$ cat config.mk
export PLATFORM = sky130hd
export DESIGN_NAME = tws_slave_tx
export DESIGN_NICKNAME = d
export VERILOG_FILES = /design/src/logic/tws_slave_tx.v /design/src/logic/tws_sync.v
export VERILOG_INCLUDE_DIRS = /design/src /design/src/inc
export SDC_FILE = /design/constraint.sdc
export NUM_CORES = 1
export LEC_CHECK = 0
export CELL_PAD_IN_SITES_DETAIL_PLACEMENT = 1
export CELL_PAD_IN_SITES_GLOBAL_PLACEMENT = 1
export CORE_ASPECT_RATIO = 1.25
export CORE_MARGIN = 1
export CORE_UTILIZATION = 45
export DETAILED_ROUTE_END_ITERATION = 8
export DONT_BUFFER_PORTS = 1
export GPL_ROUTABILITY_DRIVEN = 0
export PLACE_DENSITY_LB_ADDON = 0.1
export SYNTH_ARGS = -nofsm -noshare
export SYNTH_HDL_FRONTEND = slang
export SYNTH_SLANG_ARGS = --single-unit
export TNS_END_PERCENT = 50
$ cat constraint.sdc
create_clock -name core_clk -period 5.16 [get_ports core_clk]
set_input_delay 0.258 -clock core_clk [delete_from_list [all_inputs] [get_ports core_clk]]
set_output_delay 0.258 -clock core_clk [all_outputs]
set_load 0.02 [all_outputs]
$ cat src/inc/tws_map.vh
/*
 Register offsets, field positions, status codes and interrupt bit positions for the
 two-wire slave transmitter block. Assumes a 32-bit Avalon-MM register bus.
*/
`ifndef TWS_MAP_VH
`define TWS_MAP_VH
// Register byte offsets
`define TWS_OFF_CTRL 4'h0
`define TWS_OFF_STAT 4'h4
`define TWS_OFF_DATA 4'h8
`define TWS_OFF_ADDR 4'hC
`define TWS_OFF_IRQ_ST 5'h10
`define TWS_OFF_IRQ_MSK 5'h14
// Control bit positions
`define TWS_CTL_DONE 7
`define TWS_CTL_ACK 6
`define TWS_CTL_START 5
`define TWS_CTL_STOP 4
`define TWS_CTL_EN 2
// Status codes
`define TWS_ST_ADDRESS_WITH_READ 8'hA8
`define TWS_ST_ARB_R 8'hB0
`define TWS_ST_DATA_ACK 8'hB8
`define TWS_ST_DATA_NACK 8'hC0
`define TWS_ST_LAST_ACK 8'hC8
`define TWS_ST_IDLE 8'hF8
`define TWS_ST_BUS_ERR 8'h00
// Interrupt status bit positions
`define TWS_IRQ_DONE 0
`define TWS_IRQ_ERR 1
`define TWS_IRQ_W 2
`endif

$ cat src/logic/tws_slave_tx.v
/*
 Two-wire slave transmitter with status sequencing, bus error recovery,
 Avalon-MM register slave and masked sticky interrupt.
 Assumes the external master drives the bus clock; the bus lines are
 open-drain with outside pull-ups. The arbitration-lost entry comes from
 a neighbouring master engine as a same-clock pulse.
*/
// Contract
// - Own address with read, acked: status A8, flag set.
// - In A8/B0/B8 load byte; ack enable picks last or normal.
// - Arbitration lost then own read address: status B0.
// - Byte sent and ACK received: status B8, flag set.
// - Byte sent and NOT ACK received: status C0, flag set.
// - Last byte answered with ACK: status C8.
// - After C0/C8 go not-addressed; ack enable gates recognition.
// - Start request on clear in C0/C8: START when bus free.
// - Flag clear: status reads F8.
// - Misplaced START/STOP: status 00, flag set.
// - Recovery: stop plus flag write; stop self-clears. Here a flag write in status 00 recovers without the stop bit.
// - Recovery releases both lines, sends no STOP.
// - Status prescaler bits read as zero.
// - Read bit enters transmit; write bit enters receive.
// - After last byte ignore master; it reads all ones.
// - Address register: seven-bit address high, general call bit low.
`timescale 1ns/100ps
`default_nettype none
`include "tws_map.vh"
module tws_slave_tx (
    input wire core_clk,
    input wire sys_rst,
    input wire [4:0] avs_address,
    input wire avs_read,
    input wire avs_write,
    input wire [31:0] avs_writedata,
    input wire [3:0] avs_byteenable,
    output reg [31:0] avs_readdata,
    output reg avs_waitrequest,
    input wire scl_in,
    output reg scl_oe_n,
    input wire sda_in,
    output reg sda_oe_n,
    input wire arb_lost,
    output reg start_pending,
    output reg srx_enter,
    output reg irq
);
    // ========================================
    // Bus line sampling and conditions
    wire [1:0] pins;
    reg scl_d_ff, sda_d_ff;
    tws_sync #(.W(2)) u_sync (
        .core_clk(core_clk),
        .sys_rst(sys_rst),
        .async_in({scl_in, sda_in}),
        .sync_out(pins)
    );
    wire scl_s = pins[1];
    wire sda_s = pins[0];
    wire scl_rise = scl_s & ~scl_d_ff;
    wire scl_fall = ~scl_s & scl_d_ff;
    wire start_cond = scl_s & scl_d_ff & sda_d_ff & ~sda_s;
    wire stop_cond = scl_s & scl_d_ff & ~sda_d_ff & sda_s;

    // ========================================
    // State and registers
    localparam S_IDLE = 3'd0;
    localparam S_ADDR = 3'd1;
    localparam S_AACK = 3'd2;
    localparam S_TX = 3'd3;
    localparam S_MACK = 3'd4;
    localparam S_WAIT = 3'd5;
    localparam S_IGN = 3'd6;

    reg [2:0] state_ff;
    reg [7:0] status_ff, byte_buffer_ff, own_address_reg_ff, shift_ff;
    reg [3:0] bit_ff;
    reg done_ff, ack_enable_ff, start_req_ff, stop_req_ff, enable_ff;
    reg last_ff, arb_ff, bus_busy_ff, ack_drive_ff;
    reg [1:0] irq_st_ff, irq_msk_ff;

    function is_reg;
        input [4:0] a;
        input [4:0] off;
        is_reg = (a == off);
    endfunction

    wire wr = avs_write & ~avs_waitrequest;
    wire ctl_wr = wr & is_reg(avs_address, {1'b0, `TWS_OFF_CTRL}) &
        avs_byteenable[0];
    wire clr_done = ctl_wr & avs_writedata[`TWS_CTL_DONE];
    wire addr_hit = (shift_ff[7:1] == own_address_reg_ff[7:1]) ||
        (shift_ff[7:1] == 7'h00 && own_address_reg_ff[0]);

    // ========================================
    // Sequencer
    always @(posedge core_clk) begin
        if (sys_rst) begin
            state_ff <= S_IDLE;
            status_ff <= `TWS_ST_IDLE;
            bit_ff <= 4'h0;
            shift_ff <= 8'h00;
            done_ff <= 1'b0;
            last_ff <= 1'b0;
            arb_ff <= 1'b0;
            bus_busy_ff <= 1'b0;
            ack_drive_ff <= 1'b0;
            start_pending <= 1'b0;
            srx_enter <= 1'b0;
            stop_req_ff <= 1'b0;
            scl_d_ff <= 1'b1;
            sda_d_ff <= 1'b1;
        end else begin
            scl_d_ff <= scl_s;
            sda_d_ff <= sda_s;
            srx_enter <= 1'b0;
            if (arb_lost)
                arb_ff <= 1'b1;
            if (start_cond)
                bus_busy_ff <= 1'b1;
            else if (stop_cond)
                bus_busy_ff <= 1'b0;
            if (start_pending && !bus_busy_ff)
                start_pending <= 1'b0;
            if (ctl_wr)
                stop_req_ff <= avs_writedata[`TWS_CTL_STOP];
            // Flag writes outside a wait must not stall the bit sequencer
            if (clr_done && state_ff == S_WAIT) begin
                done_ff <= 1'b0;
                status_ff <= `TWS_ST_IDLE;
                if (status_ff == `TWS_ST_BUS_ERR) begin
                    state_ff <= S_IDLE;
                    stop_req_ff <= 1'b0;
                    ack_drive_ff <= 1'b0;
                end else if (status_ff == `TWS_ST_DATA_NACK ||
                        status_ff == `TWS_ST_LAST_ACK) begin
                    state_ff <= S_IDLE;
                    if (avs_writedata[`TWS_CTL_START])
                        start_pending <= 1'b1;
                end else if (state_ff == S_WAIT) begin
                    shift_ff <= byte_buffer_ff;
                    last_ff <= ~avs_writedata[`TWS_CTL_ACK];
                    bit_ff <= 4'h0;
                    state_ff <= S_TX;
                end
            end else if (!enable_ff) begin
                state_ff <= S_IDLE;
            end else if ((start_cond || stop_cond) && (state_ff == S_ADDR ||
                    state_ff == S_TX || state_ff == S_MACK) && bit_ff != 4'h0) begin
                status_ff <= `TWS_ST_BUS_ERR;
                done_ff <= 1'b1;
                state_ff <= S_WAIT;
                ack_drive_ff <= 1'b0;
            end else if (start_cond) begin
                state_ff <= S_ADDR;
                bit_ff <= 4'h0;
            end else if (stop_cond && state_ff != S_WAIT) begin
                state_ff <= S_IDLE;
                arb_ff <= 1'b0;
            end else begin
                case (state_ff)
                    S_ADDR: if (scl_rise) begin
                        shift_ff <= {shift_ff[6:0], sda_s};
                        bit_ff <= bit_ff + 4'h1;
                    end else if (scl_fall && bit_ff == 4'h8) begin
                        if (addr_hit && ack_enable_ff) begin
                            ack_drive_ff <= 1'b1;
                            state_ff <= S_AACK;
                        end else
                            state_ff <= S_IGN;
                    end
                    S_AACK: if (scl_fall) begin
                        ack_drive_ff <= 1'b0;
                        if (shift_ff[0]) begin
                            status_ff <= arb_ff ? `TWS_ST_ARB_R :
                                `TWS_ST_ADDRESS_WITH_READ;
                            done_ff <= 1'b1;
                            arb_ff <= 1'b0;
                            state_ff <= S_WAIT;
                        end else begin
                            srx_enter <= 1'b1;
                            state_ff <= S_IGN;
                        end
                    end
                    S_TX: if (scl_fall) begin
                        if (bit_ff == 4'h7)
                            state_ff <= S_MACK;
                        else begin
                            shift_ff <= {shift_ff[6:0], 1'b1};
                            bit_ff <= bit_ff + 4'h1;
                        end
                    end
                    S_MACK: if (scl_rise) begin
                        done_ff <= 1'b1;
                        state_ff <= S_WAIT;
                        if (sda_s)
                            status_ff <= `TWS_ST_DATA_NACK;
                        else if (last_ff)
                            status_ff <= `TWS_ST_LAST_ACK;
                        else
                            status_ff <= `TWS_ST_DATA_ACK;
                    end
                    default: ;
                endcase
            end
        end
    end

    // ========================================
    // Open-drain outputs
    // ignored master sees ones
    wire nxt_sda_oe_n = ~(ack_drive_ff | (state_ff == S_TX &&
        !shift_ff[7] && bit_ff != 4'h8));
    wire stretch = done_ff && state_ff == S_WAIT &&
        status_ff != `TWS_ST_BUS_ERR &&
        status_ff != `TWS_ST_DATA_NACK &&
        status_ff != `TWS_ST_LAST_ACK && !scl_s;
    // Data settles a cycle before the clock is let go
    wire hold_scl = ~scl_oe_n & (nxt_sda_oe_n != sda_oe_n);
    always @(posedge core_clk) begin
        if (sys_rst) begin
            sda_oe_n <= 1'b1;
            scl_oe_n <= 1'b1;
        end else begin
            sda_oe_n <= nxt_sda_oe_n;
            scl_oe_n <= ~(stretch | hold_scl);
        end
    end

    // ========================================
    // Register slave, interrupt
    reg done_d_ff;
    wire [1:0] irq_ev;
    assign irq_ev[`TWS_IRQ_DONE] = done_ff & ~done_d_ff;
    assign irq_ev[`TWS_IRQ_ERR] = (status_ff == `TWS_ST_BUS_ERR) &
        irq_ev[`TWS_IRQ_DONE];
    always @(posedge core_clk) begin
        if (sys_rst) begin
            avs_waitrequest <= 1'b1;
            avs_readdata <= 32'h0000_0000;
            byte_buffer_ff <= 8'hFF;
            own_address_reg_ff <= 8'h00;
            ack_enable_ff <= 1'b0;
            start_req_ff <= 1'b0;
            enable_ff <= 1'b0;
            irq_st_ff <= 2'b00;
            irq_msk_ff <= 2'b00;
            irq <= 1'b0;
            done_d_ff <= 1'b0;
        end else begin
            done_d_ff <= done_ff;
            // One wait cycle per access
            avs_waitrequest <= ~((avs_read | avs_write) & avs_waitrequest);
            if (ctl_wr) begin
                ack_enable_ff <= avs_writedata[`TWS_CTL_ACK];
                start_req_ff <= avs_writedata[`TWS_CTL_START];
                enable_ff <= avs_writedata[`TWS_CTL_EN];
            end
            if (wr && avs_byteenable[0]) begin
                if (is_reg(avs_address, {1'b0, `TWS_OFF_DATA}))
                    byte_buffer_ff <= avs_writedata[7:0];
                if (is_reg(avs_address, {1'b0, `TWS_OFF_ADDR}))
                    own_address_reg_ff <= avs_writedata[7:0];
                if (is_reg(avs_address, `TWS_OFF_IRQ_MSK))
                    irq_msk_ff <= avs_writedata[1:0];
            end
            // Set wins over write-one clear
            irq_st_ff <= irq_ev | (irq_st_ff &
                ~((wr && avs_byteenable[0] &&
                is_reg(avs_address, `TWS_OFF_IRQ_ST)) ?
                avs_writedata[1:0] : 2'b00));
            irq <= |(irq_st_ff & irq_msk_ff);
            avs_readdata <= 32'h0000_0000;
            if (avs_read && avs_waitrequest) begin
                case (avs_address)
                    {1'b0, `TWS_OFF_CTRL}: avs_readdata <= {24'h0000_00,
                        done_ff, ack_enable_ff, start_req_ff, stop_req_ff,
                        1'b0, enable_ff, 2'b00};
                    {1'b0, `TWS_OFF_STAT}: avs_readdata <=
                        {24'h0000_00, status_ff[7:3], 3'b000};
                    {1'b0, `TWS_OFF_DATA}: avs_readdata <=
                        {24'h0000_00, byte_buffer_ff};
                    {1'b0, `TWS_OFF_ADDR}: avs_readdata <=
                        {24'h0000_00, own_address_reg_ff};
                    `TWS_OFF_IRQ_ST: avs_readdata <= {30'h0000_0000, irq_st_ff};
                    `TWS_OFF_IRQ_MSK: avs_readdata <= {30'h0000_0000, irq_msk_ff};
                    default: avs_readdata <= 32'h0000_0000;
                endcase
            end
        end
    end
endmodule // tws_slave_tx
`default_nettype wire

$ cat src/logic/tws_sync.v
/*
 Two-flop synchroniser for a vector of pin levels.
 Assumes inputs are asynchronous to core_clk.
*/
`timescale 1ns/100ps
`default_nettype none
module tws_sync #(
    parameter W = 2
) (
    input wire core_clk,
    input wire sys_rst,
    input wire [W-1:0] async_in,
    output reg [W-1:0] sync_out
);
    reg [W-1:0] meta_ff;
    // Idle bus lines read high
    always @(posedge core_clk) begin
        if (sys_rst) begin
            meta_ff <= {W{1'b1}};
            sync_out <= {W{1'b1}};
        end else begin
            meta_ff <= async_in;
            sync_out <= meta_ff;
        end
    end
endmodule // tws_sync
`default_nettype wire

==> results_tabular.tex, run 1 <==
\begin{tabular}{lr}
\hline
Metric & Value \\
\hline
\multicolumn{2}{l}{\textbf{Run status}} \\
Result of the run & finished with violations \\
Failing checks & DRC \\
\multicolumn{2}{l}{\textbf{Timing}} \\
Achievable frequency & between 300 and 400 MHz \\
Hold\_ws & 17.0 ps \\
Tmin final & about 3000 ps \\
Setup clock skew after layout & 7.56 ps \\
Portion of the clock cycle consumed by the worst path in the final layout & 57.7\% \\
Post-layout worst setup margin & 2180 ps \\
Transition time at the pin with the least slew margin & 694 ps \\
Fin. max-slew vios & 0 \\
Final total negative setup slack & 0 ps \\
Worst slew slack as a fraction of its limit & 53.7\% \\
Number of hold violations in the final report & 0 \\
Setup repair after global routing missed its margin & false \\
Setup violators final & 0 \\
\multicolumn{2}{l}{\textbf{Die}} \\
Floorplan die height & 105 um \\
Core Region & 8290 sq um \\
I/O pin cnt & 86 \\
Die extent in x & 84.8 um \\
Total Die Area & 8940 sq um \\
Starting density of the core & 46.5\% \\
Placement Rows & 37 \\
\multicolumn{2}{l}{\textbf{Setup path}} \\
Worst reg2reg setup slack & 2180 ps \\
Critical path capture point type & register \\
Startpoint type of the worst setup path & register \\
Start point of the critical path & state\_ff[0] \\
Start-to-end type of the worst setup path & register to register \\
Worst Reg2Reg Path Length in Cells & 6 \\
Critical Path RT & 5410 ps \\
CP Data Arrival Time & approximately 3200 ps \\
Cell-by-cell listing of the critical path & and3b\_1 -> nand4\_2 -> nor4\_1 -> a31oi\_1 -> or3\_1 -> o311ai\_0 \\
Slowest library cell on the worst path & sky130\_fd\_sc\_hd\_\_dfxtp\_1 \\
Crit path max fanout & 20 \\
Delay of the slowest cell on the worst path & just under 800 ps \\
R2R Path Start & state\_ff[0] \\
Capture point of the worst reg-to-reg path & ack\_drive\_ff \\
\multicolumn{2}{l}{\textbf{Place}} \\
Area post-placement & 3780 sq um \\
Post-Place Setup Slack & 2240 ps \\
Port bufs & 0 \\
Placed Cells incl. Taps & 512 \\
Detailed Place HPWL & 7400 um \\
\multicolumn{2}{l}{\textbf{CTS}} \\
Clock latency at the later pin of the worst-skew pair & 350 ps \\
Clock root buffer master & sky130\_fd\_sc\_hd\_\_clkbuf\_8 \\
CTS buffer count & 9 \\
Total clock sinks & 70 \\
Post-CTS Resized & 0 \\
Clock tree from TritonCTS & yes \\
Largest buffer count on any clock path & 2 \\
Post-CTS setup repair buffer count & 0 \\
Reg clk slew, reported paths & 80 ps \\
Number of levels in the clock H-tree & 3 \\
\multicolumn{2}{l}{\textbf{Cells and area}} \\
Area grow syn2layout & 6.98\% \\
Final core utilization & 49.8\% \\
Area of all placed cells without fillers & 4120 sq um \\
Layout Nets & 484 \\
Leading cell types in the layout, fill and taps excluded & sky130\_fd\_sc\_hd\_\_dfxtp\_1, sky130\_fd\_sc\_hd\_\_nor2\_1, sky130\_fd\_sc\_hd\_\_nand2\_1 \\
Count of placed standard cells in the final layout, fillers left out & 535 \\
Antenna Diode Count & 0 \\
Commonest non-fill, non-tap cell in the layout & sky130\_fd\_sc\_hd\_\_dfxtp\_1 \\
Area occupied by multi-input gates & $\sim$2200 sq um \\
Fill count & 990 \\
Share of layout cells above drive strength 1 & 11.4\% \\
Total area of sequential cells & 1400 sq um \\
\multicolumn{2}{l}{\textbf{Power and ir drop}} \\
Static leakage & 1.57 nW \\
Total power after layout & 1.18 mW \\
Power per unit of standard cell area & 287 nW/um\^{}2 \\
Maximum resistive drop on vdd & $\sim$140 uV \\
\multicolumn{2}{l}{\textbf{Detailed routing}} \\
Drt pass-1 iters & 6 \\
Average via count per standard cell & 5.99 \\
Via count & 3,205 \\
Final routed wire length divided by cell count & 20.2 um \\
Drc violations & 2 \\
Detailed Route Iter0 Violations & 146 \\
Routed wire length & 10,800 um \\
Antenna violation net count after detailed routing & 0 \\
\multicolumn{2}{l}{\textbf{Logic synthesis}} \\
Post-Synthesis Cell Area & 3850 sq um \\
Synthesis warning total & 0 \\
Post-synthesis cell count & 441 \\
Sequential share of the synthesized area & 36.4\% \\
Share of the synthesized area in the top cell type & 36.4\% \\
Post-synthesis cell type with the largest combined area & sky130\_fd\_sc\_hd\_\_dfxtp\_1 \\
Count of state elements after synthesis & 70 \\
Leading cell types by total area after synthesis & sky130\_fd\_sc\_hd\_\_dfxtp\_1, sky130\_fd\_sc\_hd\_\_mux2i\_1, sky130\_fd\_sc\_hd\_\_buf\_4, sky130\_fd\_sc\_hd\_\_nor2\_1, sky130\_fd\_sc\_hd\_\_nand2\_1 \\
Share of async-settable or async-resettable flops after synthesis & 0\% \\
Number of enable flip-flop cells after synthesis & 0 \\
Mean area per synthesized cell & 8.74 sq um \\
Count of cell types in the netlist & 72 \\
Primary flip-flop cell chosen by synthesis mapping & sky130\_fd\_sc\_hd\_\_dfxtp\_1 \\
\multicolumn{2}{l}{\textbf{Worst hold path}} \\
Origin of the worst min-delay path & sys\_rst \\
Hold Path End & byte\_buffer\_ff[5] \\
Hold Path Depth & 1 \\
Hold Path Class & input port to register \\
\multicolumn{2}{l}{\textbf{Global route}} \\
Global-route wire length before repair & between 15,000 and 20,000 um \\
Global-route total usage across every layer & 25.6\% \\
Maximum number of pins on one net before global-route repair & 33 \\
Total congestion overflow & 0 \\
Initial antenna violation count & 0 \\
Vias in the first global route & approximately 3,300 \\
\multicolumn{2}{l}{\textbf{Flow run}} \\
Number of maximum-capacitance constraint violations & 0 \\
\hline
\end{tabular}
## sequential cells by signal, indices dropped and copies added, names as in the netlist, 2 cells and up
name / count
avs_readdata: 8
bit_ff: 4
byte_buffer_ff: 8
irq_msk_ff: 2
irq_st_ff: 2
own_address_reg_ff: 8
shift_ff: 8
state_ff: 3
status_ff: 5
u_sync.meta_ff: 2
u_sync.sync_out: 2
## synthesized netlist by cell type (all sizes together), types with 2 or more instances
master and instances:
dfxtp 70, nor2 47, nand2 42, buf 34, a21oi 25, mux2i 20
clkbuf 15, nor2b 14, a211o 13, nand3 12, o21ai 11, xnor2 9
mux2 8, inv 7, nand3b 7, nor3 7, or2 7, a222oi 6
nand2b 6, nor3b 6, a211oi 5, nand4 5, a31oi 4, and3 4
and3b 4, nor4b 4, or3 4, a22oi 3, and2b 3, o21a 3
o32ai 3, a2111oi 2, a221o 2, a41oi 2, ha 2, nor4 2
o211ai 2
## layout make-up
cell class,instances,area share (%)
multi-input combinational,338,54.1
sequential,70,34.0
timing repair buffer,8,2.18
clock buffer,12,4.00
clock inverter,3,2.18
tap,97,2.94
inverter,7,0.637
## metal layers
metal	wire length, um	part of all wire (%)	GRT usage [%]
met5	0	0	0
met4	209	1.9	8.11
met3	360	3.3	4.46
met2	5780	54	47.0
met1	4440	41	29.9
## power breakdown
part           internal, mW  switching, mW
Sequential            0.544        0.00651
Combinational        0.0210         0.0406
Clock                 0.358          0.211
## kinds of logic after synthesis
family,after synthesis,share of synthesized area [%]
and+or+nand+nor,181,26.1
adders and majority gates,2,0.649
AOI/OAI and AO/OA,94,19.0
DFF,70,36.4
muxes,28,7.53
xor gates and xnor gates,9,2.24
other,1,0.0973
buffers and inverters,56,8.05
## what timing repair did
item,4_1_cts,5_1_grt
hold buffers,7,1
endpoints found under the hold margin,35,1
setup endpoints to repair,0,0
## critical path, delay by kind of cell (launching register included)
| kind | cells | cell delay (ps) |
|---|---|---|
| AOI/OAI and AO/OA | 2 | 220 |
| DFF | 1 | 770 |
| and+or+nand+nor | 4 | 1880 |
## worst max-delay path by stage
stage | end | slack [ps] | cells past startpoint
after global routing | ack_drive_ff | 1940 | 6
after CTS | ack_drive_ff | 2230 | 6
after global placement | ack_drive_ff | 2270 | 6
final | ack_drive_ff | 2180 | 6
after floorplan | bit_ff[3] | 3260 | 8
after detailed placement | ack_drive_ff | 2240 | 6
(Power assumes the default switching activity.)
==> run 2, diff against run 1 <==
Settings changed: CORE_UTILIZATION 45 to 43.
Clock period 5.16 ns to 2.7 ns, I/O delays scaled along.
==> results_tabular.tex, run 2 (synthesis results as in run 1) <==
\begin{tabular}{lr}
\hline
Metric & Value \\
\hline
\multicolumn{2}{l}{\textbf{Die}} \\
Floorplan die height & between 100 and 150 um \\
Starting density of the core & 44.3\% \\
Core Region & a little under 9000 sq um \\
I/O pin cnt & 86 \\
Placement Rows & 38 \\
Die extent in x & 86.7 um \\
Total Die Area & 9350 sq um \\
\multicolumn{2}{l}{\textbf{Detailed routing}} \\
Average via count per standard cell & between 5 and 6 \\
Drt pass-1 iters & 4 \\
Drc violations & 0 \\
Detailed Route Iter0 Violations & 135 \\
Antenna violation net count after detailed routing & 0 \\
Via count & about 3,200 \\
Final routed wire length divided by cell count & 19.0 um \\
Routed wire length & 10,900 um \\
\multicolumn{2}{l}{\textbf{CTS}} \\
Clock tree from TritonCTS & yes \\
CTS buffer count & 9 \\
Clock root buffer master & sky130\_fd\_sc\_hd\_\_clkbuf\_8 \\
Total clock sinks & 70 \\
Clock latency at the later pin of the worst-skew pair & 370 ps \\
Cts-stage hold buffer count & 14 \\
Largest buffer count on any clock path & 2 \\
Reg clk slew, reported paths & 80 ps \\
Post-CTS Resized & 0 \\
Number of levels in the clock H-tree & 3 \\
Post-CTS setup repair buffer count & 0 \\
\multicolumn{2}{l}{\textbf{Timing}} \\
Worst slew slack as a fraction of its limit & between 50\% and 60\% \\
Achievable frequency & between 400 and 500 MHz \\
Fin. max-slew vios & 0 \\
Setup violators final & 0 \\
Portion of the clock cycle consumed by the worst path in the final layout & 83.7\% \\
Setup repair after global routing missed its margin & false \\
Final total negative setup slack & 0 ps \\
Number of hold violations in the final report & 0 \\
Tmin final & around 2300 ps \\
Transition time at the pin with the least slew margin & just over 600 ps \\
Post-layout worst setup margin & 439 ps \\
Setup clock skew after layout & 12.5 ps \\
\multicolumn{2}{l}{\textbf{Place}} \\
Post-Place Setup Slack & roughly 440 ps \\
Port bufs & 0 \\
Area post-placement & a little under 4000 sq um \\
Detailed Place HPWL & between 7000 and 8000 um \\
\multicolumn{2}{l}{\textbf{Setup path}} \\
Delay of the slowest cell on the worst path & $\sim$450 ps \\
Critical Path RT & 3010 ps \\
Worst Reg2Reg Path Length in Cells & 8 \\
Crit path max fanout & 4 \\
Start-to-end type of the worst setup path & register to register \\
Critical path capture point type & register \\
R2R Path Start & bit\_ff[0] \\
CP Data Arrival Time & 2570 ps \\
Startpoint type of the worst setup path & register \\
Worst path most repeated cell & sky130\_fd\_sc\_hd\_\_nor3b\_2 \\
Start point of the critical path & bit\_ff[0] \\
Cell-by-cell listing of the critical path & inv\_1 -> ha\_1 -> nor3b\_2 -> a2111oi\_4 -> nor4b\_2 -> nor3b\_2 -> a41oi\_1 -> a31oi\_1 \\
Slowest library cell on the worst path & sky130\_fd\_sc\_hd\_\_nor4b\_2 \\
\multicolumn{2}{l}{\textbf{Flow run}} \\
Number of maximum-capacitance constraint violations & 0 \\
\multicolumn{2}{l}{\textbf{Run status}} \\
Result of the run & finished, final reports clean \\
\multicolumn{2}{l}{\textbf{Global route}} \\
Maximum number of pins on one net before global-route repair & 54 \\
Vias in the first global route & roughly 3,300 \\
Total congestion overflow & 0 \\
Global-route wire length before repair & 17,600 um \\
Initial antenna violation count & 0 \\
Global-route total usage across every layer & 25.3\% \\
\multicolumn{2}{l}{\textbf{Worst hold path}} \\
Origin of the worst min-delay path & sys\_rst \\
Hold Path Class & input port to register \\
Hold Path Depth & 2 \\
\multicolumn{2}{l}{\textbf{Cells and area}} \\
Fill count & 1,045 \\
Area occupied by multi-input gates & $\sim$2200 sq um \\
Area grow syn2layout & 9.15\% \\
Area of all placed cells without fillers & 4210 sq um \\
Total area of sequential cells & 1400 sq um \\
Leading cell types in the layout, fill and taps excluded & sky130\_fd\_sc\_hd\_\_dfxtp\_1, sky130\_fd\_sc\_hd\_\_nor2\_1, sky130\_fd\_sc\_hd\_\_nand2\_1 \\
Commonest non-fill, non-tap cell in the layout & sky130\_fd\_sc\_hd\_\_dfxtp\_1 \\
Antenna Diode Count & 0 \\
Share of layout cells above drive strength 1 & 12.8\% \\
Layout Nets & 498 \\
\multicolumn{2}{l}{\textbf{Power and ir drop}} \\
Power per unit of standard cell area & 484 nW/um\^{}2 \\
Total power after layout & 2.04 mW \\
Static leakage & between 1.5 and 2 nW \\
Maximum resistive drop on vdd & between 200 and 250 uV \\
\hline
\end{tabular}
[run 2: worst max-delay path, delay by kind of cell, from the launching register on]
kind / cells / cell delay, ps
AO/OA/AOI/OAI: 3 / 440
adder cells (fa/ha/maj): 1 / 180
buffers and inverters: 1 / 100
flip-flops: 1 / 340
AND/OR/NAND/NOR: 3 / 1140
[run 2: final cells by class]
cell class                      count  share of cell area, %
Tap cell                          120                   3.57
Clock inverter                      6                   1.49
Inverter                            7                  0.624
Multi-Input combinational cell    338                   53.0
Timing Repair Buffer               22                   5.00
Sequential cell                    70                   33.3
Clock buffer                       10                   3.03
[run 2: final timing paths]
kind	slack, ps	end
worst max register to register	440	bit_ff[3]
worst min register to register	410	u_sync.sync_out[0]
worst max-delay path	440	bit_ff[3]
worst min-delay path	5	bit_ff[2]
[run 2: through the flow]
stage	cells	utilization, %	hold WS [ps]
floorplan	464	-	235
global placement	543	44.4	204
detailed placement	543	44.4	207
CTS	573	48.4	6.96
global route	573	48.4	13.7
finish	573	48.4	5.13
[run 2: where the power goes]
group | switching [mW] | leakage (nW) | internal [mW] | total, mW
Combinational | 0.0844 | 0.946 | 0.0465 | 0.131
Clock | 0.432 | 0.0883 | 0.423 | 0.855
Sequential | 0.0124 | 0.566 | 1.04 | 1.05
Total | 0.529 | 1.60 | 1.51 | 2.04
[run 2: routing by layer]
layer | up-vias | wire length (um) | share of wire (%) | GRT usage (%)
li1 | 1551 | - | - | -
met1 | 1593 | 4350 | 40 | 28.0
met2 | 74 | 5810 | 53 | 46.0
met3 | 24 | 408 | 3.7 | 4.75
met4 | 0 | 350 | 3.2 | 12.0
met5 | - | 0 | 0 | 0
